## config.mk

```make
export PLATFORM = sky130hd
export DESIGN_NAME = vsi_regs
export DESIGN_NICKNAME = d
export VERILOG_FILES = /design/src/rtl/vsi_pkg.sv /design/src/rtl/vsi_regs.sv /design/src/rtl/vsi_init_seq.sv
export SDC_FILE = /design/constraint.sdc
export NUM_CORES = 1
export LEC_CHECK = 0
export ABC_AREA = 1
export BUFFER_PORTS_ARGS = -buffer_cell sky130_fd_sc_hd__buf_4
export CORE_ASPECT_RATIO = 0.8
export CORE_MARGIN = 8
export CORE_UTILIZATION = 59
export CTS_BUF_LIST = sky130_fd_sc_hd__clkbuf_8
export DETAILED_ROUTE_END_ITERATION = 10
export PLACE_DENSITY = 0.87
export SYNTH_ARGS = -nofsm -noshare
export SYNTH_HDL_FRONTEND = slang
export SYNTH_SLANG_ARGS = --single-unit
```

## constraint.sdc

```tcl
create_clock -name pclk -period 4 [get_ports pclk]
set_clock_uncertainty 0.2 [all_clocks]
set_input_delay 0.4 -clock pclk [delete_from_list [all_inputs] [get_ports pclk]]
set_output_delay 0.4 -clock pclk [all_outputs]
set_load 0.02 [all_outputs]
```

## src/rtl/vsi_pkg.sv

```systemverilog
/*
 * vsi_pkg: register map, field layout, reset values, state codes and the
 * configuration carrier of the video standard and input select registers.
 * Assumes a 200 MHz pclk and an APB master with 32-bit data.
 */
package vsi_pkg;

	// ==================================================================
	// register indexes, byte address is four times the index
	localparam logic [7:0]  IDX_STD_SEL  = 8'h20;
	localparam logic [7:0]  IDX_INP_SEL  = 8'h21;
	localparam logic [7:0]  IDX_PIC_POS  = 8'h22;
	localparam logic [7:0]  IDX_DLY_ADJ  = 8'h23;
	localparam logic [7:0]  IDX_IRQ_STAT = 8'h24;
	localparam logic [7:0]  IDX_IRQ_MASK = 8'h25;
	localparam int          REG_W        = 12;
	localparam int          IRQ_W        = 2;

	// ==================================================================
	// fields of the standard selection register
	localparam int          STD_LSB      = 0;
	localparam int          STD_W        = 3;
	localparam int          MOD_BIT      = 3;
	localparam int          SVHS_BIT     = 5;
	localparam int          NO_HPLL_BIT  = 6;
	localparam int          NO_ACC_BIT   = 7;
	localparam int          DONE_BIT     = 11;
	localparam logic [11:0] DONE_MASK    = 12'h800;
	localparam logic [11:0] STD_WMASK    = 12'h0ef;
	localparam logic [11:0] STD_RST      = 12'h000;

	// fields of the input selection register
	localparam int          LUMA_LSB     = 0;
	localparam int          CHROMA_BIT   = 2;
	localparam int          IFC_LSB      = 3;
	localparam int          CBW_LSB      = 5;
	localparam int          LOWP_BIT     = 7;
	localparam int          NOTCH_BIT    = 8;
	localparam int          HSPD_LSB     = 9;
	localparam logic [11:0] INP_WMASK    = 12'h7ff;
	localparam logic [11:0] INP_RST      = 12'h024;

	// picture start and luma delay
	localparam logic [11:0] PIC_RST      = 12'h000;
	localparam int          DLY_LSB      = 6;
	localparam logic [11:0] DLY_WMASK    = 12'hfc0;
	localparam logic [11:0] DLY_RST      = 12'h000;

	// interrupt status bits
	localparam int          IRQ_STD      = 0;
	localparam int          IRQ_INP      = 1;

	// ==================================================================
	// codes
	typedef enum logic [2:0] {
		STD_PAL    = 3'h0, STD_NTSC_M = 3'h1, STD_SECAM  = 3'h2,
		STD_NTSC44 = 3'h3, STD_PAL_M  = 3'h4, STD_PAL_N  = 3'h5,
		STD_PAL60  = 3'h6, STD_NTSCC  = 3'h7
	} vsi_std_t;

	localparam logic [1:0]  LUMA_IN3     = 2'h0;
	localparam logic [1:0]  LUMA_IN2     = 2'h1;
	localparam logic [1:0]  LUMA_IN1     = 2'h2;
	localparam logic [1:0]  IFC_OFF      = 2'h0;
	localparam logic [1:0]  IFC_SECAM    = 2'h3;
	localparam logic [1:0]  HSPD_KEEP    = 2'h0;

	typedef enum logic [5:0] {
		S_IDLE   = 6'h01, S_LOAD = 6'h02, S_HPLL = 6'h04,
		S_ACC    = 6'h08, S_SETTLE = 6'h10, S_DONE = 6'h20
	} vsi_seq_t;

	// ==================================================================
	// timing
	localparam int          CLK_NS       = 5;
	localparam int          SETTLE_NS    = 80;
	localparam int          SETTLE_CYC   = (SETTLE_NS + CLK_NS - 1) / CLK_NS;

	// ==================================================================
	// active configuration handed to the decoder
	typedef struct packed {
		vsi_std_t          std;
		logic              simple_pal;
		logic              comp_ntsc;
		logic              mono;
		logic              lines625;
		logic              svhs;
		logic [2:0]        luma_sel;
		logic              chroma_pin;
		logic [1:0]        ifc;
		logic [1:0]        cbw;
		logic              notch_fixed;
		logic              lowpass;
		logic [1:0]        hpll_speed;
		logic [11:0]       pic_start;
		logic signed [5:0] luma_dly;
	} vsi_cfg_t;

endpackage : vsi_pkg

```

## src/rtl/vsi_regs.sv

```systemverilog
/*
 * vsi_regs: APB register bank selecting the colour standard, its modifiers,
 * the luma and chroma inputs and the front-end filters, with a modelled
 * standard initialization and a completion interrupt.
 * Assumes an APB3 master on pclk; zero wait states.
 */
// Implementation choice: the APB slave port.
`timescale 1ns/10ps
`default_nettype none

// How it works
// - the 3-bit standard code picks one of eight colour standards.
// - the modifier bit gives simple PAL, compensated NTSC or monochrome.
// - one bit switches separate luma/chroma mode off or on.
// - two option bits skip hpll setup or acc setup during initialization.
// - standard status is written zero and set when switching completes.
// - any input selection write starts a full standard initialization.
// - IF compensation offers off, 6 dB, 12 dB, or 10 dB/MHz for SECAM.
// - notch bit picks adaptive or fixed SECAM notch.
// - lowpass bit enables the luma lowpass filter.
// - input status is written zero and set when the operation completes.
// - picture start position applies only at the next standard write.
// - upper six delay bits delay luma; applies at next standard write.
module vsi_regs (
	// apb slave
	input  wire logic        pclk,
	input  wire logic        presetn,
	input  wire logic        psel,
	input  wire logic        penable,
	input  wire logic        pwrite,
	input  wire logic [9:0]  paddr,
	input  wire logic [31:0] pwdata,
	output logic      [31:0] prdata,
	output logic             pready,
	output logic             pslverr,
	// decoder configuration
	output vsi_pkg::vsi_cfg_t cfg,
	output logic             hpll_setup,
	output logic             acc_setup,
	output logic             init_busy,
	// interrupt
	output logic             irq
);

	// ==================================================================
	// address decode
	function automatic logic hit(input logic [9:0] a, input logic [7:0] i);
		hit = a[9:2] == i && a[1:0] == 2'h0;
	endfunction : hit

	wire hit_std  = hit(paddr, vsi_pkg::IDX_STD_SEL);
	wire hit_inp  = hit(paddr, vsi_pkg::IDX_INP_SEL);
	wire hit_pic  = hit(paddr, vsi_pkg::IDX_PIC_POS);
	wire hit_dly  = hit(paddr, vsi_pkg::IDX_DLY_ADJ);
	wire hit_stat = hit(paddr, vsi_pkg::IDX_IRQ_STAT);
	wire hit_mask = hit(paddr, vsi_pkg::IDX_IRQ_MASK);
	wire mapped   = hit_std | hit_inp | hit_pic | hit_dly | hit_stat |
		hit_mask;

	wire        xfer = psel & penable;
	wire        wr   = xfer & pwrite & mapped;
	wire [11:0] wd   = pwdata[11:0];

	wire wr_std  = wr & hit_std;
	wire wr_inp  = wr & hit_inp;
	wire wr_pic  = wr & hit_pic;
	wire wr_dly  = wr & hit_dly;
	wire wr_stat = wr & hit_stat;
	wire wr_mask = wr & hit_mask;

	assign pready  = 1'b1;
	assign pslverr = xfer & ~mapped;

	// ==================================================================
	// registers
	logic [11:0]       std_sel_ff, inp_sel_ff, pic_ff, dly_ff;
	logic [11:0]       nxt_std_sel_ff, nxt_inp_sel_ff;
	logic [1:0]        stat_ff, mask_ff, nxt_stat_ff;
	logic              pend_std_ff, pend_inp_ff;
	vsi_pkg::vsi_cfg_t cfg_ff, nxt_cfg_ff;

	logic seq_load, seq_done;

	wire done_std = seq_done & pend_std_ff;
	wire done_inp = seq_done & pend_inp_ff;

	// reserved bits are dropped so they always read back as zero
	wire [11:0] std_keep = wr_std ? (wd & vsi_pkg::STD_WMASK) : std_sel_ff;
	wire [11:0] inp_keep = wr_inp ? (wd & vsi_pkg::INP_WMASK) : inp_sel_ff;

	// completion beats a same-cycle software write of zero
	assign nxt_std_sel_ff = done_std ? (std_keep | vsi_pkg::DONE_MASK) :
		std_keep;
	assign nxt_inp_sel_ff = done_inp ? (inp_keep | vsi_pkg::DONE_MASK) :
		inp_keep;

	assign nxt_stat_ff = (stat_ff & ~(wr_stat ? wd[1:0] : 2'h0)) |
		{done_inp, done_std};

	always_ff @(posedge pclk or negedge presetn) begin
		if (!presetn) begin
			std_sel_ff <= vsi_pkg::STD_RST;
			inp_sel_ff <= vsi_pkg::INP_RST;
			pic_ff     <= vsi_pkg::PIC_RST;
			dly_ff     <= vsi_pkg::DLY_RST;
			stat_ff    <= 2'h0;
			mask_ff    <= 2'h0;
		end else begin
			std_sel_ff <= nxt_std_sel_ff;
			inp_sel_ff <= nxt_inp_sel_ff;
			pic_ff     <= wr_pic ? wd : pic_ff;
			dly_ff     <= wr_dly ? (wd & vsi_pkg::DLY_WMASK) : dly_ff;
			stat_ff    <= nxt_stat_ff;
			mask_ff    <= wr_mask ? wd[1:0] : mask_ff;
		end
	end

	// a write during a running setup keeps its own completion pending
	always_ff @(posedge pclk or negedge presetn) begin
		if (!presetn) begin
			pend_std_ff <= 1'b0;
			pend_inp_ff <= 1'b0;
		end else begin
			pend_std_ff <= wr_std | (pend_std_ff & ~seq_done);
			pend_inp_ff <= wr_inp | (pend_inp_ff & ~seq_done);
		end
	end

	// ==================================================================
	// initialization sequencer
	vsi_init_seq u_seq (
		.pclk       (pclk),
		.presetn    (presetn),
		.start      (wr_std | wr_inp),
		.skip_hpll  (nxt_std_sel_ff[vsi_pkg::NO_HPLL_BIT]),
		.skip_acc   (nxt_std_sel_ff[vsi_pkg::NO_ACC_BIT]),
		.load       (seq_load),
		.hpll_setup (hpll_setup),
		.acc_setup  (acc_setup),
		.done       (seq_done),
		.busy       (init_busy)
	);

	// ==================================================================
	// standard decode
	wire [2:0] std_code = std_sel_ff[vsi_pkg::STD_LSB +: vsi_pkg::STD_W];
	wire       std_mod  = std_sel_ff[vsi_pkg::MOD_BIT];
	wire is_secam = std_code == vsi_pkg::STD_SECAM;
	wire is_ntscc = std_code == vsi_pkg::STD_NTSCC;
	wire is_ntsc  = std_code == vsi_pkg::STD_NTSC_M ||
		std_code == vsi_pkg::STD_NTSC44;
	wire is_pal   = std_code == vsi_pkg::STD_PAL ||
		std_code == vsi_pkg::STD_PAL_M || std_code == vsi_pkg::STD_PAL_N ||
		std_code == vsi_pkg::STD_PAL60;
	wire is_50hz  = std_code == vsi_pkg::STD_PAL || is_secam ||
		std_code == vsi_pkg::STD_PAL_N;

	wire [1:0] luma_code = inp_sel_ff[vsi_pkg::LUMA_LSB +: 2];
	wire [1:0] ifc_code  = inp_sel_ff[vsi_pkg::IFC_LSB +: 2];
	wire [1:0] hspd_code = inp_sel_ff[vsi_pkg::HSPD_LSB +: 2];

	// one-hot {video_input_one, video_input_two, video_input_three};
	// the reserved code selects nothing
	wire [2:0] luma_oh = {luma_code == vsi_pkg::LUMA_IN1,
		luma_code == vsi_pkg::LUMA_IN2,
		luma_code == vsi_pkg::LUMA_IN3};

	// the 10 dB/MHz setting is only meaningful for SECAM
	wire [1:0] ifc_eff = (ifc_code == vsi_pkg::IFC_SECAM && !is_secam) ?
		vsi_pkg::IFC_OFF : ifc_code;

	always_comb begin
		nxt_cfg_ff             = cfg_ff;
		nxt_cfg_ff.std         = vsi_pkg::vsi_std_t'(std_code);
		nxt_cfg_ff.simple_pal  = std_mod & is_pal;
		nxt_cfg_ff.comp_ntsc   = std_mod & is_ntsc;
		nxt_cfg_ff.mono        = std_mod & (is_secam | is_ntscc);
		nxt_cfg_ff.lines625    = is_50hz;
		nxt_cfg_ff.svhs        = std_sel_ff[vsi_pkg::SVHS_BIT];
		nxt_cfg_ff.luma_sel    = luma_oh;
		nxt_cfg_ff.chroma_pin  = inp_sel_ff[vsi_pkg::CHROMA_BIT];
		nxt_cfg_ff.ifc         = ifc_eff;
		nxt_cfg_ff.cbw         = inp_sel_ff[vsi_pkg::CBW_LSB +: 2];
		nxt_cfg_ff.notch_fixed = inp_sel_ff[vsi_pkg::NOTCH_BIT];
		nxt_cfg_ff.lowpass     = inp_sel_ff[vsi_pkg::LOWP_BIT];
		if (hspd_code != vsi_pkg::HSPD_KEEP) begin
			nxt_cfg_ff.hpll_speed = hspd_code;
		end
		// position and delay wait for a standard write, not an input write
		if (pend_std_ff) begin
			nxt_cfg_ff.pic_start = pic_ff;
			// range kept by software, passed as two's complement
			nxt_cfg_ff.luma_dly  = dly_ff[vsi_pkg::DLY_LSB +: 6];
		end
	end

	always_ff @(posedge pclk or negedge presetn) begin
		if (!presetn) begin
			cfg_ff <= '0;
		end else if (seq_load) begin
			cfg_ff <= nxt_cfg_ff;
		end
	end

	assign cfg = cfg_ff;
	assign irq = |(stat_ff & mask_ff);

	// ==================================================================
	// read back
	wire [11:0] rd = hit_std  ? std_sel_ff :
		hit_inp  ? inp_sel_ff :
		hit_pic  ? pic_ff :
		hit_dly  ? dly_ff :
		hit_stat ? {10'h000, stat_ff} :
		hit_mask ? {10'h000, mask_ff} : 12'h000;

	// captured at the setup edge so read data leaves a flip-flop; a status
	// bit set at that very edge only shows up on the next read
	logic [31:0] prdata_ff;
	wire         apb_setup = psel & ~penable;

	always_ff @(posedge pclk or negedge presetn) begin
		if (!presetn) begin
			prdata_ff <= 32'h00000000;
		end else begin
			prdata_ff <= apb_setup ? {20'h00000, rd} : prdata_ff;
		end
	end

	assign prdata = prdata_ff;

	localparam int DONE_MAX = 30;
endmodule : vsi_regs

`default_nettype wire

```

## src/rtl/vsi_init_seq.sv

```systemverilog
/*
 * vsi_init_seq: models the firmware processor stepping through a standard
 * initialization: load, optional hpll and acc setup, settle, done.
 * Assumes start is a one-cycle pulse from the register block on pclk.
 */
`timescale 1ns/10ps
`default_nettype none

module vsi_init_seq (
	// clock and reset
	input  wire logic pclk,
	input  wire logic presetn,
	// request
	input  wire logic start,
	input  wire logic skip_hpll,
	input  wire logic skip_acc,
	// progress
	output logic      load,
	output logic      hpll_setup,
	output logic      acc_setup,
	output logic      done,
	output logic      busy
);

	// ==================================================================
	// state
	vsi_pkg::vsi_seq_t st_ff, nxt_st_ff;
	logic [4:0]        cnt_ff, nxt_cnt_ff;
	logic              skh_ff, ska_ff;

	wire settle_end = cnt_ff == 5'(vsi_pkg::SETTLE_CYC - 1);

	always_comb begin
		nxt_st_ff = st_ff;
		case (st_ff)
			vsi_pkg::S_IDLE:   nxt_st_ff = vsi_pkg::S_IDLE;
			vsi_pkg::S_LOAD:   nxt_st_ff = !skh_ff ? vsi_pkg::S_HPLL :
				!ska_ff ? vsi_pkg::S_ACC : vsi_pkg::S_SETTLE;
			vsi_pkg::S_HPLL:   nxt_st_ff = !ska_ff ? vsi_pkg::S_ACC :
				vsi_pkg::S_SETTLE;
			vsi_pkg::S_ACC:    nxt_st_ff = vsi_pkg::S_SETTLE;
			vsi_pkg::S_SETTLE: nxt_st_ff = settle_end ? vsi_pkg::S_DONE :
				vsi_pkg::S_SETTLE;
			vsi_pkg::S_DONE:   nxt_st_ff = vsi_pkg::S_IDLE;
			default:           nxt_st_ff = vsi_pkg::S_IDLE;
		endcase
		// a new write restarts the whole setup with the newest settings
		if (start) begin
			nxt_st_ff = vsi_pkg::S_LOAD;
		end
	end

	assign nxt_cnt_ff = (st_ff == vsi_pkg::S_SETTLE && !start) ?
		cnt_ff + 5'h01 : 5'h00;

	always_ff @(posedge pclk or negedge presetn) begin
		if (!presetn) begin
			st_ff  <= vsi_pkg::S_IDLE;
			cnt_ff <= 5'h00;
			skh_ff <= 1'b0;
			ska_ff <= 1'b0;
		end else begin
			st_ff  <= nxt_st_ff;
			cnt_ff <= nxt_cnt_ff;
			if (start) begin
				skh_ff <= skip_hpll;
				ska_ff <= skip_acc;
			end
		end
	end

	assign load       = st_ff == vsi_pkg::S_LOAD;
	assign hpll_setup = st_ff == vsi_pkg::S_HPLL;
	assign acc_setup  = st_ff == vsi_pkg::S_ACC;
	assign done       = st_ff == vsi_pkg::S_DONE;
	assign busy       = st_ff != vsi_pkg::S_IDLE;
endmodule : vsi_init_seq

`default_nettype wire

```

==> reports/qor.txt <==
Inserted Clock Buffers = 9
synth-to-layout area growth = 15.6%
vias per inst = 5.44
final hold violation count = 0
worst hold path type = input port to flop
Power Density = 318 nW/um^2
initial core utilization = 59.7%
num rows = 30
FF+latch count, synth = 107
period utilization = 66.2%
vias post-DR = 4010
Inst Count DP = 720
RSZ-0062 raised after global routing = false
RePlAce Congestion = 0.928
Reg-to-Reg End = cfg[5]$_DFFE_PN0P_
Die Width = 118 um
final net count = 669
Root Buffer = clkbuf_8
largest net degree at the start of global routing = 80
Worst-path clk slew = 0.10 ns
relative slew slack = 37.3%
Multi-input gate area = 1860 um^2
crit path capture type = flop
first-pass GRT wire length = 19500 um
CTS tree = yes
number of fillers in the final layout = 667
top cell type's share of synthesized area = 52.6%
cells after synthesis = 542
Reg2Reg Setup Slack = 1.35 ns
post-DP HPWL = 8800 um
launching point of the worst reg2reg path = u_seq.st_ff[0]$_DFF_PN1_
actual slew at the worst max-slew pin = 0.941 ns
CTS Sinks = 107
# setup viols final = 0
I/O pins = 123
status = complete, no violations
Ys Warns = 0
Die Ht = 97.9 um
Final min period = 2.65 ns
share of layout cells above drive strength 1 = 21.6%
Setup crit start = u_seq.st_ff[0]$_DFF_PN1_
Yosys top cell by area = dfrtp_1
top cells by area, synth = dfrtp_1 53%, nand2_1 11%, inv_1 4.2%
Post-synth top flop = dfrtp_1
f_max = 377 MHz
antenna violations before repair = 0
Port Buf Inserts = 81
crit start category = flop
register area share after synthesis = 54.2%
Worst VDD drop = 0.173 mV
WL final = 11700 um
antenna-violating nets left = 0
Required @ worst endpoint = 4.06 ns
1st-iter DRT viols = 303
CP max FO = 36
Cell Count, Final, Fillers Out = 737
clk_lat worst skew = 0.38 ns
number of flops mapped to enable cells by yosys = 0
Max Cap Viol = 0
final antenna diode count = 0
most used routing layer = met2
Yosys cell types = 36
Post-route DRC = 0
Pleak = 2.96 nW
core outline area = 8300 um^2
Pre-antenna DRT Iters = 5
reg2reg path depth = 6
max-slew violation count = 0
clock buffer depth = 2
final hold slack = 0.0983 ns
GRT Util Overall = 20.6%
met2 GRT Util = 33.7%
PnR worst setup slack = 1.35 ns
ys async rst share = 100%
pre-CTS setup slack = 1.22 ns
critical path type = flop to flop
Critical Path Sink = cfg[5]$_DFFE_PN0P_
met1 Use GR = 25.1%
vias in the first global route = 4051
Syn Area/Cell = 9.13 um^2
GRT overflow = 0
Worst EP arrival = 2.71 ns
met3 usage = 6.92%
htree depth = 3
full die area = 11600 um^2
sequential cell area = 2680 um^2
Mapped Area = 4950 um^2
drt wl/cell = 15.8 um
setup_tns = 0 ns
==> cells in the final DEF, fill, tap and decap left out, types with 3 or more instances in the layout <==
cell type / count
inv_1: 55
a21oi_1: 12
nor2_2: 3
dfstp_2: 3
clkbuf_8: 11
nor3b_1: 3
o21ai_0: 33
o211ai_1: 5
nand3_4: 3
o21ai_1: 27
o31ai_1: 4
dfrtp_1: 104
o21ai_2: 5
buf_4: 83
nor3_1: 7
nor2_1: 28
conb_1: 21
nand2_1: 141
nand4_1: 15
nand3_1: 24
mux2_2: 14
==> per-layer routing <==
metal / wire length [um] / vias up / part of all wire [%]
met1: 4870 / 1935 / 42
li1: - / 1890 / -
met5: 0 / - / 0
met2: 5600 / 158 / 48
met3: 883 / 27 / 7.6
met4: 308 / 0 / 2.6
==> synthesized netlist by cell type, types with 6 or more instances <==
cell     count
mux2_2      14
nor3_1       7
nand4_1     15
a21oi_1     12
nand2_1    141
o21ai_0     33
buf_4       22
inv_1       55
dfrtp_1    104
nor2_1      28
buf_6        6
nand3_1     24
o21ai_1     27
==> kinds of logic after synthesis <==
family	Yosys count	share of synthesized area [%]
simple gates	233	21.7
flops	107	54.2
buf+inv	93	9.71
compound gates	89	10.2
mux	14	3.19
fa+ha+maj	2	0.506
other cells	2	0.152
xor+xnor	2	0.354
==> report_power, final <==
part	internal [mW]	switching, mW
clock	0.268	0.370
combinational	0.0241	0.0748
sequential	1.08	0.000237
total	1.37	0.445
==> area by class of cell <==
cell class / instances / share of cell area, %
sequential: 107 / 46.9
multi-input combinational: 361 / 32.5
timing repair buffer: 84 / 11.1
inverter: 57 / 3.74
clock buffer: 11 / 2.65
tap: 112 / 2.45
clock inverter: 5 / 0.765
==> critical path: stages (launching register included) <==
cell,delay (ns)
dfstp_2,0.57
nor2_1,0.06
nand3_2,0.06
buf_4,0.31
inv_1,0.23
nand2_1,0.66
mux2_2,0.42
==> sequential cells by signal (all words and copies together), names as in the netlist <==
register and flops:
pend_std_ff 1, stat_ff 2, prdata 12, pic_ff 12, mask_ff 2, u_seq.cnt_ff 5
inp_sel_ff 12, cfg 38, u_seq.st_ff 6, pend_inp_ff 1, u_seq.skh_ff 1, u_seq.ska_ff 1
dly_ff 6, std_sel_ff 8
==> per-stage QoR <==
stage	util, %	area [um^2]	total power, mW
2_1_floorplan	-	5020	1.16
5_1_grt	69.0	5720	1.88
4_1_cts	69.0	5720	1.83
6_report	69.0	5720	1.82
3_5_place_dp	66.5	5520	1.20
3_3_place_gp	66.5	5520	1.20
==> worst min-delay path by stage <==
stage	from	end	slack, ns	depth (start not counted)
floorplan	presetn	cfg[0]$_DFFE_PN0P_	-0.1	0
global placement	u_seq.cnt_ff[0]$_DFF_PN0_	u_seq.cnt_ff[0]$_DFF_PN0_	0.25	1
detailed placement	u_seq.skh_ff$_DFFE_PN0N_	u_seq.st_ff[2]$_DFF_PN0_	0.25	1
CTS	pwdata[11]	dly_ff[11]$_DFFE_PN0P_	0.1	3
global route	pwdata[4]	pic_ff[4]$_DFFE_PN0P_	0.09	3
finish	pwdata[11]	dly_ff[11]$_DFFE_PN0P_	0.1	3
==> what timing repair did <==
item	CTS	global route
gates resized for setup	0	0
hold buffers	1	0
setup buffers	0	0
endpoints found under the hold margin	36	0
No activity file was read; power rests on OpenSTA's default activity.
